File: src/verilog/timer_pkg.sv
// shared constants and carriers for the 16-bit waveform timer
package timer_pkg;
  localparam int CNT_W = 16;
  typedef logic [CNT_W-1:0] count_t;

  // apb request and answer carriers
  typedef struct packed {
    logic        psel;
    logic        penable;
    logic        pwrite;
    logic [7:0]  paddr;
    logic [31:0] pwdata;
  } apbReq_t;
  typedef struct packed {
    logic [31:0] prdata;
    logic        pready;
    logic        pslverr;
  } apbResp_t;

  // register byte offsets
  localparam logic [7:0] OFS_CONTROL   = 8'h00;
  localparam logic [7:0] OFS_COUNT     = 8'h04;
  localparam logic [7:0] OFS_COMPARE_A = 8'h08;
  localparam logic [7:0] OFS_COMPARE_B = 8'h0C;
  localparam logic [7:0] OFS_CAPTURE   = 8'h10;
  localparam logic [7:0] OFS_FLAGS     = 8'h14;
  localparam logic [7:0] OFS_PIN_DIR   = 8'h18;
  localparam logic [7:0] OFS_STATUS    = 8'h1C;

  // control and status field positions
  localparam int CTRL_MODE_LSB  = 0;
  localparam int CTRL_ACTA_LSB  = 4;
  localparam int CTRL_ACTB_LSB  = 6;
  localparam int CTRL_PRESC_LSB = 8;
  localparam int STAT_CMPA_LSB  = 16;

  // flag bit positions
  localparam int FLAG_OVF  = 0;
  localparam int FLAG_CMPA = 1;
  localparam int FLAG_CMPB = 2;
  localparam int FLAG_CAPT = 3;

  // waveform mode codes
  localparam logic [3:0] MODE_CTC_CMPA  = 4'h4;
  localparam logic [3:0] MODE_FAST_8    = 4'h5;
  localparam logic [3:0] MODE_FAST_9    = 4'h6;
  localparam logic [3:0] MODE_FAST_10   = 4'h7;
  localparam logic [3:0] MODE_CTC_CAPT  = 4'hC;
  localparam logic [3:0] MODE_FAST_CAPT = 4'hE;
  localparam logic [3:0] MODE_FAST_CMPA = 4'hF;

  // count landmarks
  localparam count_t TOP_8        = 16'h00FF;
  localparam count_t TOP_9        = 16'h01FF;
  localparam count_t TOP_10       = 16'h03FF;
  localparam count_t COUNT_MAX    = 16'hFFFF;
  localparam count_t COUNT_BOTTOM = 16'h0000;

  // channel output actions
  localparam logic [1:0] ACT_NONE   = 2'h0;
  localparam logic [1:0] ACT_TOGGLE = 2'h1;
  localparam logic [1:0] ACT_NONINV = 2'h2;
  localparam logic [1:0] ACT_INV    = 2'h3;

  // prescale selections and their division factors
  localparam logic [2:0] PRESC_STOP = 3'h0;
  localparam logic [2:0] PRESC_1    = 3'h1;
  localparam logic [2:0] PRESC_8    = 3'h2;
  localparam logic [2:0] PRESC_64   = 3'h3;
  localparam logic [2:0] PRESC_256  = 3'h4;
  localparam logic [2:0] PRESC_1024 = 3'h5;
  localparam int DIV_1    = 1;
  localparam int DIV_8    = 8;
  localparam int DIV_64   = 64;
  localparam int DIV_256  = 256;
  localparam int DIV_1024 = 1024;
endpackage

File: src/verilog/timer_prescaler.sv
// timer clock enable generator dividing the i/o clock
`timescale 1ns/100ps
`default_nettype none
module timer_prescaler #(
  parameter int DIV_W = 10
) (
  input  wire logic       clk,
  input  wire logic       reset,
  input  wire logic [2:0] prescSel,
  output logic            tick
);
  import timer_pkg::*;

  logic [DIV_W-1:0] divCount;

  // mask of low bits that must be zero for a tick
  function automatic logic [DIV_W-1:0] divMask(input logic [2:0] sel);
    case (sel)
      PRESC_8:    divMask = DIV_W'(DIV_8 - 1);
      PRESC_64:   divMask = DIV_W'(DIV_64 - 1);
      PRESC_256:  divMask = DIV_W'(DIV_256 - 1);
      PRESC_1024: divMask = DIV_W'(DIV_1024 - 1);
      default:    divMask = DIV_W'(DIV_1 - 1);
    endcase
  endfunction

  // free running divider
  always_ff @(posedge clk or posedge reset) begin
    if (reset) begin
      divCount <= '0;
    end else begin
      divCount <= DIV_W'(divCount + 1'b1);
    end
  end

  // one tick per 1, 8, 64, 256 or 1024 clocks; stopped or reserved gives none
  assign tick = (prescSel != PRESC_STOP) && (prescSel <= PRESC_1024) &&
                ((divCount & divMask(prescSel)) == '0);
endmodule
`default_nettype wire

File: src/verilog/timer_wave_out.sv
// one channel output register with its compare action logic
`timescale 1ns/100ps
`default_nettype none
module timer_wave_out (
  input  wire logic       clk,
  input  wire logic       reset,
  input  wire logic       tick,
  input  wire logic       match,
  input  wire logic       atTop,
  input  wire logic       fastPwm,
  input  wire logic       toggleOk,
  input  wire logic [1:0] action,
  output logic            waveReg
);
  import timer_pkg::*;

  // output register update on timer ticks
  always_ff @(posedge clk or posedge reset) begin
    if (reset) begin
      waveReg <= 1'b0;
    end else if (tick) begin
      if (fastPwm) begin
        unique case (action)
          ACT_NONE:   waveReg <= waveReg;
          ACT_TOGGLE: waveReg <= waveReg ^ (match & toggleOk);
          ACT_NONINV: begin
            if (atTop) begin
              waveReg <= 1'b1;
            end else if (match) begin
              waveReg <= 1'b0;
            end
          end
          ACT_INV: begin
            if (atTop) begin
              waveReg <= 1'b0;
            end else if (match) begin
              waveReg <= 1'b1;
            end
          end
        endcase
      end else if (match) begin
        unique case (action)
          ACT_NONE:   waveReg <= waveReg;
          ACT_TOGGLE: waveReg <= ~waveReg;
          ACT_NONINV: waveReg <= 1'b0;
          ACT_INV:    waveReg <= 1'b1;
        endcase
      end
    end
  end
endmodule
`default_nettype wire

File: src/verilog/timer16_waveform.sv
// 16-bit timer with clear-on-match and fast pwm waveform generation
//
// Overview of operation
// - clear-on-match top is unbuffered; top below count means wrap via 0xFFFF
// - clear-on-match, action 1 toggles channel A output on every match
// - channel pin shows waveform only when its direction bit is 1
// - toggle frequency is io clock over 2*N*(1+compare A)
// - prescale factor is 1, 8, 64, 256 or 1024 io clocks per count
// - clear-on-match sets overflow flag when count passes max to zero
// - modes 5, 6, 7, 14, 15 are fast pwm, counting zero to top
// - non-inverting clears on match, sets at bottom; inverting the opposite
// - fast pwm top is 0xFF, 0x1FF, 0x3FF, capture or compare A
// - fast pwm sets overflow at top, plus top register's own flag
// - channel flag sets when count equals its active compare value
// - fixed top modes zero compare bits above the top width on write
// - capture top is unbuffered; lowering below count wraps via 0xFFFF
// - fast pwm compare writes go to buffer, loaded at top
// - fast pwm action 2 is non-inverting, action 3 inverting
// - fast pwm period is N times one plus top io clocks
// - compare zero gives a one-count spike; compare top a steady level
// - mode 15 action 1 toggles channel A on each match
// - clear-on-match clears counter at compare A (4) or capture (12)
// - action zero leaves the output register untouched
// - reset clears each channel output register
// - a counter write blocks compare matches in the next timer tick
//
// Design decisions made here: the address map and register access over APB.
`timescale 1ns/100ps
`default_nettype none
module timer16_waveform #(
  parameter int CHANNELS = 2,
  parameter int DIV_W    = 10
) (
  input  wire logic              clk,
  input  wire logic              reset,
  input  wire timer_pkg::apbReq_t apbReq,
  output timer_pkg::apbResp_t    apbResp,
  output logic [CHANNELS-1:0]    chanWaveOut,
  output logic [CHANNELS-1:0]    chanOutEn_n
);
  import timer_pkg::*;

  logic [3:0]          waveModeSel;
  logic [1:0]          chanAction [CHANNELS];
  logic [2:0]          prescSel;
  count_t              timerCount;
  count_t              compareBuf [CHANNELS];
  count_t              compareAct [CHANNELS];
  count_t              captureTop;
  logic [3:0]          flags;
  logic [CHANNELS-1:0] pinDir;
  logic                blockPending;
  logic [31:0]         readData;
  logic                tick;
  logic                isCtc;
  logic                isFast;
  count_t              topValue;
  logic                atTop;
  logic                countWr;
  logic [CHANNELS-1:0] match;
  logic [CHANNELS-1:0] cmpWr;
  logic [3:0]          flagSet;
  logic [3:0]          flagClr;
  logic                apbSetup;
  logic                apbWrite;
  count_t              next_count;
  logic [CHANNELS-1:0] waveReg;

  // address decode shared by write strobes and the error answer
  function automatic logic isMapped(input logic [7:0] addr);
    case (addr)
      OFS_CONTROL, OFS_COUNT, OFS_COMPARE_A, OFS_COMPARE_B,
      OFS_CAPTURE, OFS_FLAGS, OFS_PIN_DIR, OFS_STATUS: isMapped = 1'b1;
      default:                                         isMapped = 1'b0;
    endcase
  endfunction

  // top value selected by the waveform mode
  function automatic count_t topOf(input logic [3:0] mode,
                                   input count_t cmpA,
                                   input count_t capt);
    case (mode)
      MODE_FAST_8:                   topOf = TOP_8;
      MODE_FAST_9:                   topOf = TOP_9;
      MODE_FAST_10:                  topOf = TOP_10;
      MODE_CTC_CAPT, MODE_FAST_CAPT: topOf = capt;
      MODE_CTC_CMPA, MODE_FAST_CMPA: topOf = cmpA;
      default:                       topOf = COUNT_MAX;
    endcase
  endfunction

  // writable bits of a compare value in fixed top modes
  function automatic count_t widthMask(input logic [3:0] mode);
    case (mode)
      MODE_FAST_8:  widthMask = TOP_8;
      MODE_FAST_9:  widthMask = TOP_9;
      MODE_FAST_10: widthMask = TOP_10;
      default:      widthMask = COUNT_MAX;
    endcase
  endfunction

  // timer clock enable
  timer_prescaler #(
    .DIV_W(DIV_W)
  ) prescaler (
    .clk     (clk),
    .reset   (reset),
    .prescSel(prescSel),
    .tick    (tick)
  );

  // mode decode and top selection
  assign isCtc    = (waveModeSel == MODE_CTC_CMPA) ||
                    (waveModeSel == MODE_CTC_CAPT);
  assign isFast   = (waveModeSel == MODE_FAST_8) ||
                    (waveModeSel == MODE_FAST_9) ||
                    (waveModeSel == MODE_FAST_10) ||
                    (waveModeSel == MODE_FAST_CAPT) ||
                    (waveModeSel == MODE_FAST_CMPA);
  assign topValue = topOf(waveModeSel, compareAct[0], captureTop);
  assign atTop    = tick && (isCtc || isFast) &&
                    (timerCount == topValue);

  // apb strobes; every transfer is answered without wait states
  assign apbSetup = apbReq.psel && !apbReq.penable;
  assign apbWrite = apbReq.psel && apbReq.penable && apbReq.pwrite &&
                    isMapped(apbReq.paddr);
  assign countWr  = apbWrite && (apbReq.paddr == OFS_COUNT);
  assign cmpWr[0] = apbWrite && (apbReq.paddr == OFS_COMPARE_A);
  assign cmpWr[1] = apbWrite && (apbReq.paddr == OFS_COMPARE_B);
  assign apbResp = '{prdata:  readData,
                     pready:  1'b1,
                     pslverr: apbReq.psel && apbReq.penable &&
                              !isMapped(apbReq.paddr)};

  // read data captured in the setup cycle
  always_ff @(posedge clk or posedge reset) begin
    if (reset) begin
      readData <= '0;
    end else if (apbSetup && !apbReq.pwrite) begin
      case (apbReq.paddr)
        OFS_CONTROL:   readData <= {20'h00000, 1'b0, prescSel, chanAction[1],
                                    chanAction[0], waveModeSel};
        OFS_COUNT:     readData <= {16'h0000, timerCount};
        OFS_COMPARE_A: readData <= {16'h0000, compareBuf[0]};
        OFS_COMPARE_B: readData <= {16'h0000, compareBuf[1]};
        OFS_CAPTURE:   readData <= {16'h0000, captureTop};
        OFS_FLAGS:     readData <= {28'h0000000, flags};
        OFS_PIN_DIR:   readData <= {30'h00000000, pinDir};
        OFS_STATUS:    readData <= {compareAct[0], 13'h0000, blockPending,
                                    waveReg};
        default:       readData <= '0;
      endcase
    end
  end

  // control register
  always_ff @(posedge clk or posedge reset) begin
    if (reset) begin
      waveModeSel   <= 4'h0;
      chanAction[0] <= ACT_NONE;
      chanAction[1] <= ACT_NONE;
      prescSel      <= PRESC_STOP;
    end else if (apbWrite && apbReq.paddr == OFS_CONTROL) begin
      waveModeSel   <= apbReq.pwdata[CTRL_MODE_LSB +: 4];
      chanAction[0] <= apbReq.pwdata[CTRL_ACTA_LSB +: 2];
      chanAction[1] <= apbReq.pwdata[CTRL_ACTB_LSB +: 2];
      prescSel      <= apbReq.pwdata[CTRL_PRESC_LSB +: 3];
    end
  end

  // capture top and pin direction registers
  always_ff @(posedge clk or posedge reset) begin
    if (reset) begin
      captureTop <= COUNT_BOTTOM;
      pinDir     <= '0;
    end else begin
      if (apbWrite && apbReq.paddr == OFS_CAPTURE) begin
        captureTop <= apbReq.pwdata[CNT_W-1:0];
      end
      if (apbWrite && apbReq.paddr == OFS_PIN_DIR) begin
        pinDir <= apbReq.pwdata[CHANNELS-1:0];
      end
    end
  end

  // next count: clear after top, else count up and wrap past max
  always_comb begin
    if (atTop) begin
      next_count = COUNT_BOTTOM;
    end else begin
      next_count = count_t'(timerCount + 16'h0001);
    end
  end

  // counter; a software write wins over counting
  always_ff @(posedge clk or posedge reset) begin
    if (reset) begin
      timerCount <= COUNT_BOTTOM;
    end else if (countWr) begin
      timerCount <= apbReq.pwdata[CNT_W-1:0];
    end else if (tick) begin
      timerCount <= next_count;
    end
  end

  // match blocking after a counter write, held until the next tick
  always_ff @(posedge clk or posedge reset) begin
    if (reset) begin
      blockPending <= 1'b0;
    end else if (countWr) begin
      blockPending <= 1'b1;
    end else if (tick) begin
      blockPending <= 1'b0;
    end
  end

  // compare buffers and active values per channel
  generate
    for (genvar ch = 0; ch < CHANNELS; ch++) begin : g_chan
      assign match[ch] = tick && !blockPending &&
                         (timerCount == compareAct[ch]);

      always_ff @(posedge clk or posedge reset) begin
        if (reset) begin
          compareBuf[ch] <= COUNT_BOTTOM;
          compareAct[ch] <= COUNT_BOTTOM;
        end else begin
          if (cmpWr[ch]) begin
            compareBuf[ch] <= apbReq.pwdata[CNT_W-1:0] &
                              widthMask(waveModeSel);
          end
          if (!isFast && cmpWr[ch]) begin
            compareAct[ch] <= apbReq.pwdata[CNT_W-1:0];
          end else if (isFast && atTop) begin
            compareAct[ch] <= compareBuf[ch];
          end
        end
      end

      timer_wave_out wave (
        .clk     (clk),
        .reset   (reset),
        .tick    (tick),
        .match   (match[ch]),
        .atTop   (atTop),
        .fastPwm (isFast),
        .toggleOk(ch == 0 ? (waveModeSel == MODE_FAST_CMPA) : 1'b0),
        .action  (chanAction[ch]),
        .waveReg (waveReg[ch])
      );

      // pin driven only while its direction bit selects output
      assign chanOutEn_n[ch] = ~pinDir[ch];
    end
  endgenerate

  assign chanWaveOut = waveReg;

  // flag set and write-one-to-clear terms
  always_comb begin
    flagSet            = '0;
    flagSet[FLAG_OVF]  = isFast ? atTop
                                : (tick && timerCount == COUNT_MAX);
    flagSet[FLAG_CMPA] = match[0] ||
                         (atTop && waveModeSel == MODE_FAST_CMPA);
    flagSet[FLAG_CMPB] = match[1];
    flagSet[FLAG_CAPT] = atTop && waveModeSel == MODE_FAST_CAPT;
    flagClr            = '0;
    if (apbWrite && apbReq.paddr == OFS_FLAGS) begin
      flagClr = apbReq.pwdata[3:0];
    end
  end

  // sticky flags; a set in the clearing cycle wins
  always_ff @(posedge clk or posedge reset) begin
    if (reset) begin
      flags <= 4'h0;
    end else begin
      flags <= (flags & ~flagClr) | flagSet;
    end
  end
endmodule
`default_nettype wire

File: config.mk
export PLATFORM = sky130hd
export DESIGN_NAME = timer16_waveform
export DESIGN_NICKNAME = d
export VERILOG_FILES = /design/src/verilog/timer_pkg.sv /design/src/verilog/timer_prescaler.sv /design/src/verilog/timer_wave_out.sv /design/src/verilog/timer16_waveform.sv
export SDC_FILE = /design/constraint.sdc
export NUM_CORES = 1
export LEC_CHECK = 0
export ABC_AREA = 1
export BUFFER_PORTS_ARGS = -buffer_cell sky130_fd_sc_hd__buf_2
export CAP_MARGIN = 20
export CELL_PAD_IN_SITES_DETAIL_PLACEMENT = 1
export CELL_PAD_IN_SITES_GLOBAL_PLACEMENT = 1
export CORE_MARGIN = 4
export CORE_UTILIZATION = 35
export CTS_BUF_LIST = sky130_fd_sc_hd__clkbuf_4
export DETAILED_ROUTE_END_ITERATION = 8
export MAX_ROUTING_LAYER = met4
export PLACE_DENSITY_LB_ADDON = 0.15
export SETUP_SLACK_MARGIN = 0.2
export SYNTH_ARGS = -nofsm -noshare
export SYNTH_HDL_FRONTEND = slang
export SYNTH_SLANG_ARGS = --single-unit
File: constraint.sdc
create_clock -name clk -period 12.2 [get_ports clk]
set_input_delay 2.44 -clock clk [delete_from_list [all_inputs] [get_ports clk]]
set_output_delay 2.44 -clock clk [all_outputs]
set_load 0.005 [all_outputs]
## After elaboration in Yosys (flattened, before gate mapping)

Memory sizes are Yosys's and may differ from the RTL's.
Cells that the tools add are included.

- Register bits: 158
- ROM bits: 64
- Input port bits: 45
- Output and inout bits: 38
- Word-level logic and storage cells: 158
- Memories kept: 2

Memories:

| name | depth | width | read ports | clocked after Yosys merged registers in | write ports | RTL line | source |
|---|---|---|---|---|---|---|---|
| (name not given) | 32 | 1 | 1 | 0 | 0 | timer16_waveform.sv:71 | `case (addr)` |
| (name not given) | 32 | 1 | 1 | 0 | 0 | timer16_waveform.sv:71 |  |

- Add/subtract/negate cells: 2
- $lt $le $gt $ge: 1
- Eq/ne operators: 34
- Multiplexer cells: 35
- Bitwise gates (word level): 13
- Reductions and logical operators: 54

Operator list:

| kind | number |
|---|---|
| $pmux W32 S8 | 1 |
| $mux W16 | 9 |
| $pmux W16 S5 | 1 |
| $eq A16 B16 Y1 | 3 |
| $pmux W16 S3 | 1 |
| $pmux W10 S4 | 1 |
| $and A16 B16 Y16 | 2 |
| $eq A8 B5 Y1 const B | 4 |
| $logic_and A1 B1 Y1 | 26 |
| $mux W1 | 17 |
| $add A16 B1 Y16 const B | 1 |
| $eq A16 B16 Y1 const B | 1 |
| $eq A4 B3 Y1 const B | 4 |
| $eq A8 B4 Y1 const B | 2 |
| $eq A4 B4 Y1 const B | 3 |
| $ne A3 B2 Y1 const B | 4 |
| $add A10 B1 Y10 const B | 1 |
| $and A10 B10 Y10 | 1 |
| $logic_not A10 Y1 | 1 |
| $reduce_bool A2 Y1 | 5 |
| $pmux W1 S3 | 3 |
| $eq A2 B2 Y1 const B | 4 |
| $eq A8 B3 Y1 const B | 1 |
| $logic_not A8 Y1 | 1 |
| 21 further kinds | 42 |

## Depth between registers and ports, before layout

- Word-level depth: 11
- Depth in mapped cells: 20
- Depth with buffers taken out: 19

## Modules after synthesis

Synthesis repeated with hierarchy kept, for this count alone.

- Cells, all modules: 1163
- Area total of the unflattened synthesis: 8735.9 µm²

By module, submodules not included:

| module | times used | cells each | area each (µm²) | seq. area each (µm²) |
|---|---|---|---|---|
| timer16_waveform | 1 | 1046 | 7923.8 | 3653.5 |
| timer_prescaler | 1 | 65 | 541.8 | 250.2 |
| timer_wave_out | 2 | 26 | 135.1 | 25.0 |

## Least setup slack after synthesis

No wires, ideal clock.

- Path kind: in2out
- Start point: input port apbReq[37] (netlist name)
- End point: output port apbResp[0] (netlist name)
- Arrival: 2948 ps
- Data required time: 9760 ps
- Path slack: 6812 ps
- Stages on the path: 4
- Path buffers: 0
- Cells stage by stage: nor3_1 -> inv_1 -> o211ai_1 -> inv_1

RTL lines:

| what | RTL line | source |
|---|---|---|
| start, declared | timer16_waveform.sv:36 | `input wire timer_pkg::apbReq_t apbReq,` |
| end, declared | timer16_waveform.sv:37 | `output timer_pkg::apbResp_t apbResp,` |

==> impl_metrics.toml <==
[route]
postRouteAntennaNets = 0
dr.first_iter.drc_count = 702
drt_pre_antenna_iters = 5
routed_wl_mm = 31.4
routed_wirelength_normalized_by_instance_count_um = 21.1
routed-via-count = 7844
number_of_remaining_drc_errors = 0
vias_per_cell = 5.29

[floorplanning]
coreArea_um2 = 23600
floorplan.initialDensity = 0.358
fp.dieW_um = 163
placementRows = 56
die_height_um = 163
floorplan.die_area_um2 = 26700
boundaryPins = 83

[synth]
netlist_top_cells_area = "sky130_fd_sc_hd__dfrtp_1 47%, sky130_fd_sc_hd__nand2_1 15%, sky130_fd_sc_hd__inv_1 5.4%, sky130_fd_sc_hd__o21ai_0 5.2%, sky130_fd_sc_hd__nor2_1 3.5%"
yosys.area.top_type_share = 0.468
yosysMostFrequentCell = "sky130_fd_sc_hd__nand2_1"
netlist-cell-type-count = 42
syn_area_per_cell_um2 = 7.66
ys_ff_latch = 158
yosysWarnings = 0
syn-cell-area_um2 = 8450
predominant_post_synthesis_flop_cell = "sky130_fd_sc_hd__dfrtp_1"
synthArstFlopShare = 1.00
synth_cells = 1103
post-synth-top-area-cell = "sky130_fd_sc_hd__dfrtp_1"
synth.top_cells.by_count = "334 x sky130_fd_sc_hd__nand2_1, 158 x sky130_fd_sc_hd__dfrtp_1, 122 x sky130_fd_sc_hd__inv_1"
synth_edf_count = 0
synth.yosys.seq_area_share = 0.468
synth.net_count = 1151

[global_routing]
grt_start_max_net_pins = 100
groute.usage.overall = 0.249
grt_antenna_before_repair = 1
first_global_vias = 7858
grt_overflow_total = 0
global_route_wire_length_before_repair_mm = 48.5

[setup_path]
crit_path_end_kind = "output pin"
critical_path_required_ns = 9.76
worstSetupPathType = "primary input to output pin"
worstPathArrival_ns = 3.23
critical_path.startpoint_type = "primary input"
worst-path-max-fanout = 3

[placed_design]
detailedPlacementHpwl_mm = 22.8
count_of_buffers_inserted_at_the_top_level_ports = 65
finalWeightedCongestion = 0.892
place_worst_setup_slack_ns = 6.24
dpl.cell_count = 1452

[timing]
post-route-min-period_ns = 5.67
fin_setup_tns_ns = 0
timing.final.setup_violations = 0
clock_skew_ns = 0.0281
layout_setup_ws_ns = 6.53
worstMarginPinSlew_ns = 1.01
maxClockFrequency_ghz = 0.176
rsz_0062_raised_after_global_routing = "no"
period_share = 0.465
timing_max_transition_violations_final = 0
max-slew-margin-rel = 0.327
whs_ns = 0.477
timing.final.hold_violations = 0

[power]
cellLeakagePower_uw = 0.00444
ir_worst_vdd_mv = 0.0433
powerDensity_nw_per_um2 = 97.6

[clock_tree]
ctsHoldBuffers = 0
cts.sinks = 158
cts_tree = "done"
cts_buffers = 17
insertion_delay_of_the_later_clocked_pin_in_the_worst_skew_pair_ns = 0.58
clk_pin_slew_worst_paths_ns = 0.14
cts-resized-gates = 0
cts-htree-levels = 4
cts_buffer_depth = 2
clk_root_buffer_cell = "sky130_fd_sc_hd__clkbuf_4"
post_cts_buffers = 0

[run]
max_cap_violations = 0

[run_status]
status = "completed"

[cells_and_area]
proportion_of_layout_cells_with_a_drive_suffix_above_1 = 0.117
layout.nets = 1200
final_cells = 1484
relative_area_change_from_synthesis_to_final_layout_pct = 10.7

[min_path]
hold_class = "register to register"
==> metrics by stage <==
| stage | utilization | area, µm² | total power, µW |
|---|---|---|---|
| floorplan | - | 8450 | 561 |
| global placement | 0.383 | 9050 | 581 |
| detailed placement | 0.384 | 9060 | 581 |
| CTS | 0.396 | 9350 | 921 |
| global route | 0.396 | 9350 | 949 |
| finish | 0.396 | 9350 | 913 |
==> final timing paths <==
| path | from | endpoint | slack (ns) | depth (start not counted) |
|---|---|---|---|---|
| worst max register to register | waveModeSel[1] | compareAct[16] | 8.64 | 15 |
| worst min-delay path | prescaler.divCount[9] | prescaler.divCount[9] | 0.48 | 1 |
| worst min register to register | prescaler.divCount[9] | prescaler.divCount[9] | 0.48 | 1 |
| worst max-delay path | apbReq[37] | apbResp[0] | 6.53 | 6 |
| min in group asynchronous | reset | readData[7] | 2.03 | 2 |
| max in group asynchronous | reset | waveModeSel[3] | 8.73 | 3 |
==> placed cells by master, fill, tap and decap left out, types with 3 or more instances in the layout <==
cell                         n
sky130_fd_sc_hd__xor2_1     29
sky130_fd_sc_hd__buf_4       9
sky130_fd_sc_hd__clkinv_4    4
sky130_fd_sc_hd__o211ai_1   11
sky130_fd_sc_hd__nand3_1    47
sky130_fd_sc_hd__a211oi_1    7
sky130_fd_sc_hd__dfrtp_1   158
sky130_fd_sc_hd__inv_2       9
sky130_fd_sc_hd__a221oi_1    8
sky130_fd_sc_hd__nor2_2      5
sky130_fd_sc_hd__ha_1        3
sky130_fd_sc_hd__inv_1     121
sky130_fd_sc_hd__o31ai_1    14
sky130_fd_sc_hd__nor2_4      3
sky130_fd_sc_hd__buf_2      65
sky130_fd_sc_hd__nor3_1     20
sky130_fd_sc_hd__a21oi_1    29
sky130_fd_sc_hd__inv_6       5
sky130_fd_sc_hd__a22oi_1     4
sky130_fd_sc_hd__o21ai_0    87
sky130_fd_sc_hd__nand4_1    13
sky130_fd_sc_hd__nand2_2     7
sky130_fd_sc_hd__xnor2_1     6
sky130_fd_sc_hd__clkbuf_4   17
sky130_fd_sc_hd__nand2_1   333
sky130_fd_sc_hd__o22ai_1    34
sky130_fd_sc_hd__o221ai_1   13
sky130_fd_sc_hd__nand2_4     3
sky130_fd_sc_hd__nor2_1     77
==> layer usage <==
metal / GRT usage / up-vias / wire length (µm)
li1: - / 3715 / -
met1: 0.367 / 3832 / 15700
met2: 0.355 / 238 / 13000
met3: 0.0399 / 59 / 1820
met4: 0.0724 / 0 / 803
met5: - / - / 0
==> critical path, stage by stage <==
cell and delay [ns]:
sky130_fd_sc_hd__buf_2 0.10, sky130_fd_sc_hd__nor3_1 0.25, sky130_fd_sc_hd__inv_1 0.11, sky130_fd_sc_hd__o211ai_1 0.17
sky130_fd_sc_hd__inv_1 0.05, sky130_fd_sc_hd__buf_2 0.12
==> flip-flops by register name, summed over array words and instances, names as in the netlist, 2 cells and up <==
name	cells
timerCount	16
compareBuf	32
flags	4
prescaler.divCount	10
prescSel	3
readData	32
chanAction	4
g_chan.wave.waveReg	2
captureTop	16
compareAct	32
waveModeSel	4
pinDir	2
==> cell families after synthesis <==
group / share of synthesized area
and+or+nand+nor: 0.253
xor gates and xnor gates: 0.0363
other: 0.000444
AOI/OAI and AO/OA: 0.155
adders and majority gates: 0.00444
DFF: 0.468
buffers and inverters: 0.0825
==> report_power, final <==
| part | switching [µW] | leakage [µW] | internal, µW |
|---|---|---|---|
| sequential | 3.14 | 0.00206 | 526 |
| clock | 218 | 0.000149 | 125 |
| combinational | 31.9 | 0.00223 | 9.51 |
==> area by class of cell <==
cell class                 count  area, µm²
multi-input combinational    768       3800
inverter                     132        500
timing repair buffer          75        408
sequential                   158       3950
clock buffer                  17        128
tap                          319        399
fill                        2991      14300
clock inverter                14        160
antenna                        1       2.50
(Power assumes the default switching activity.)
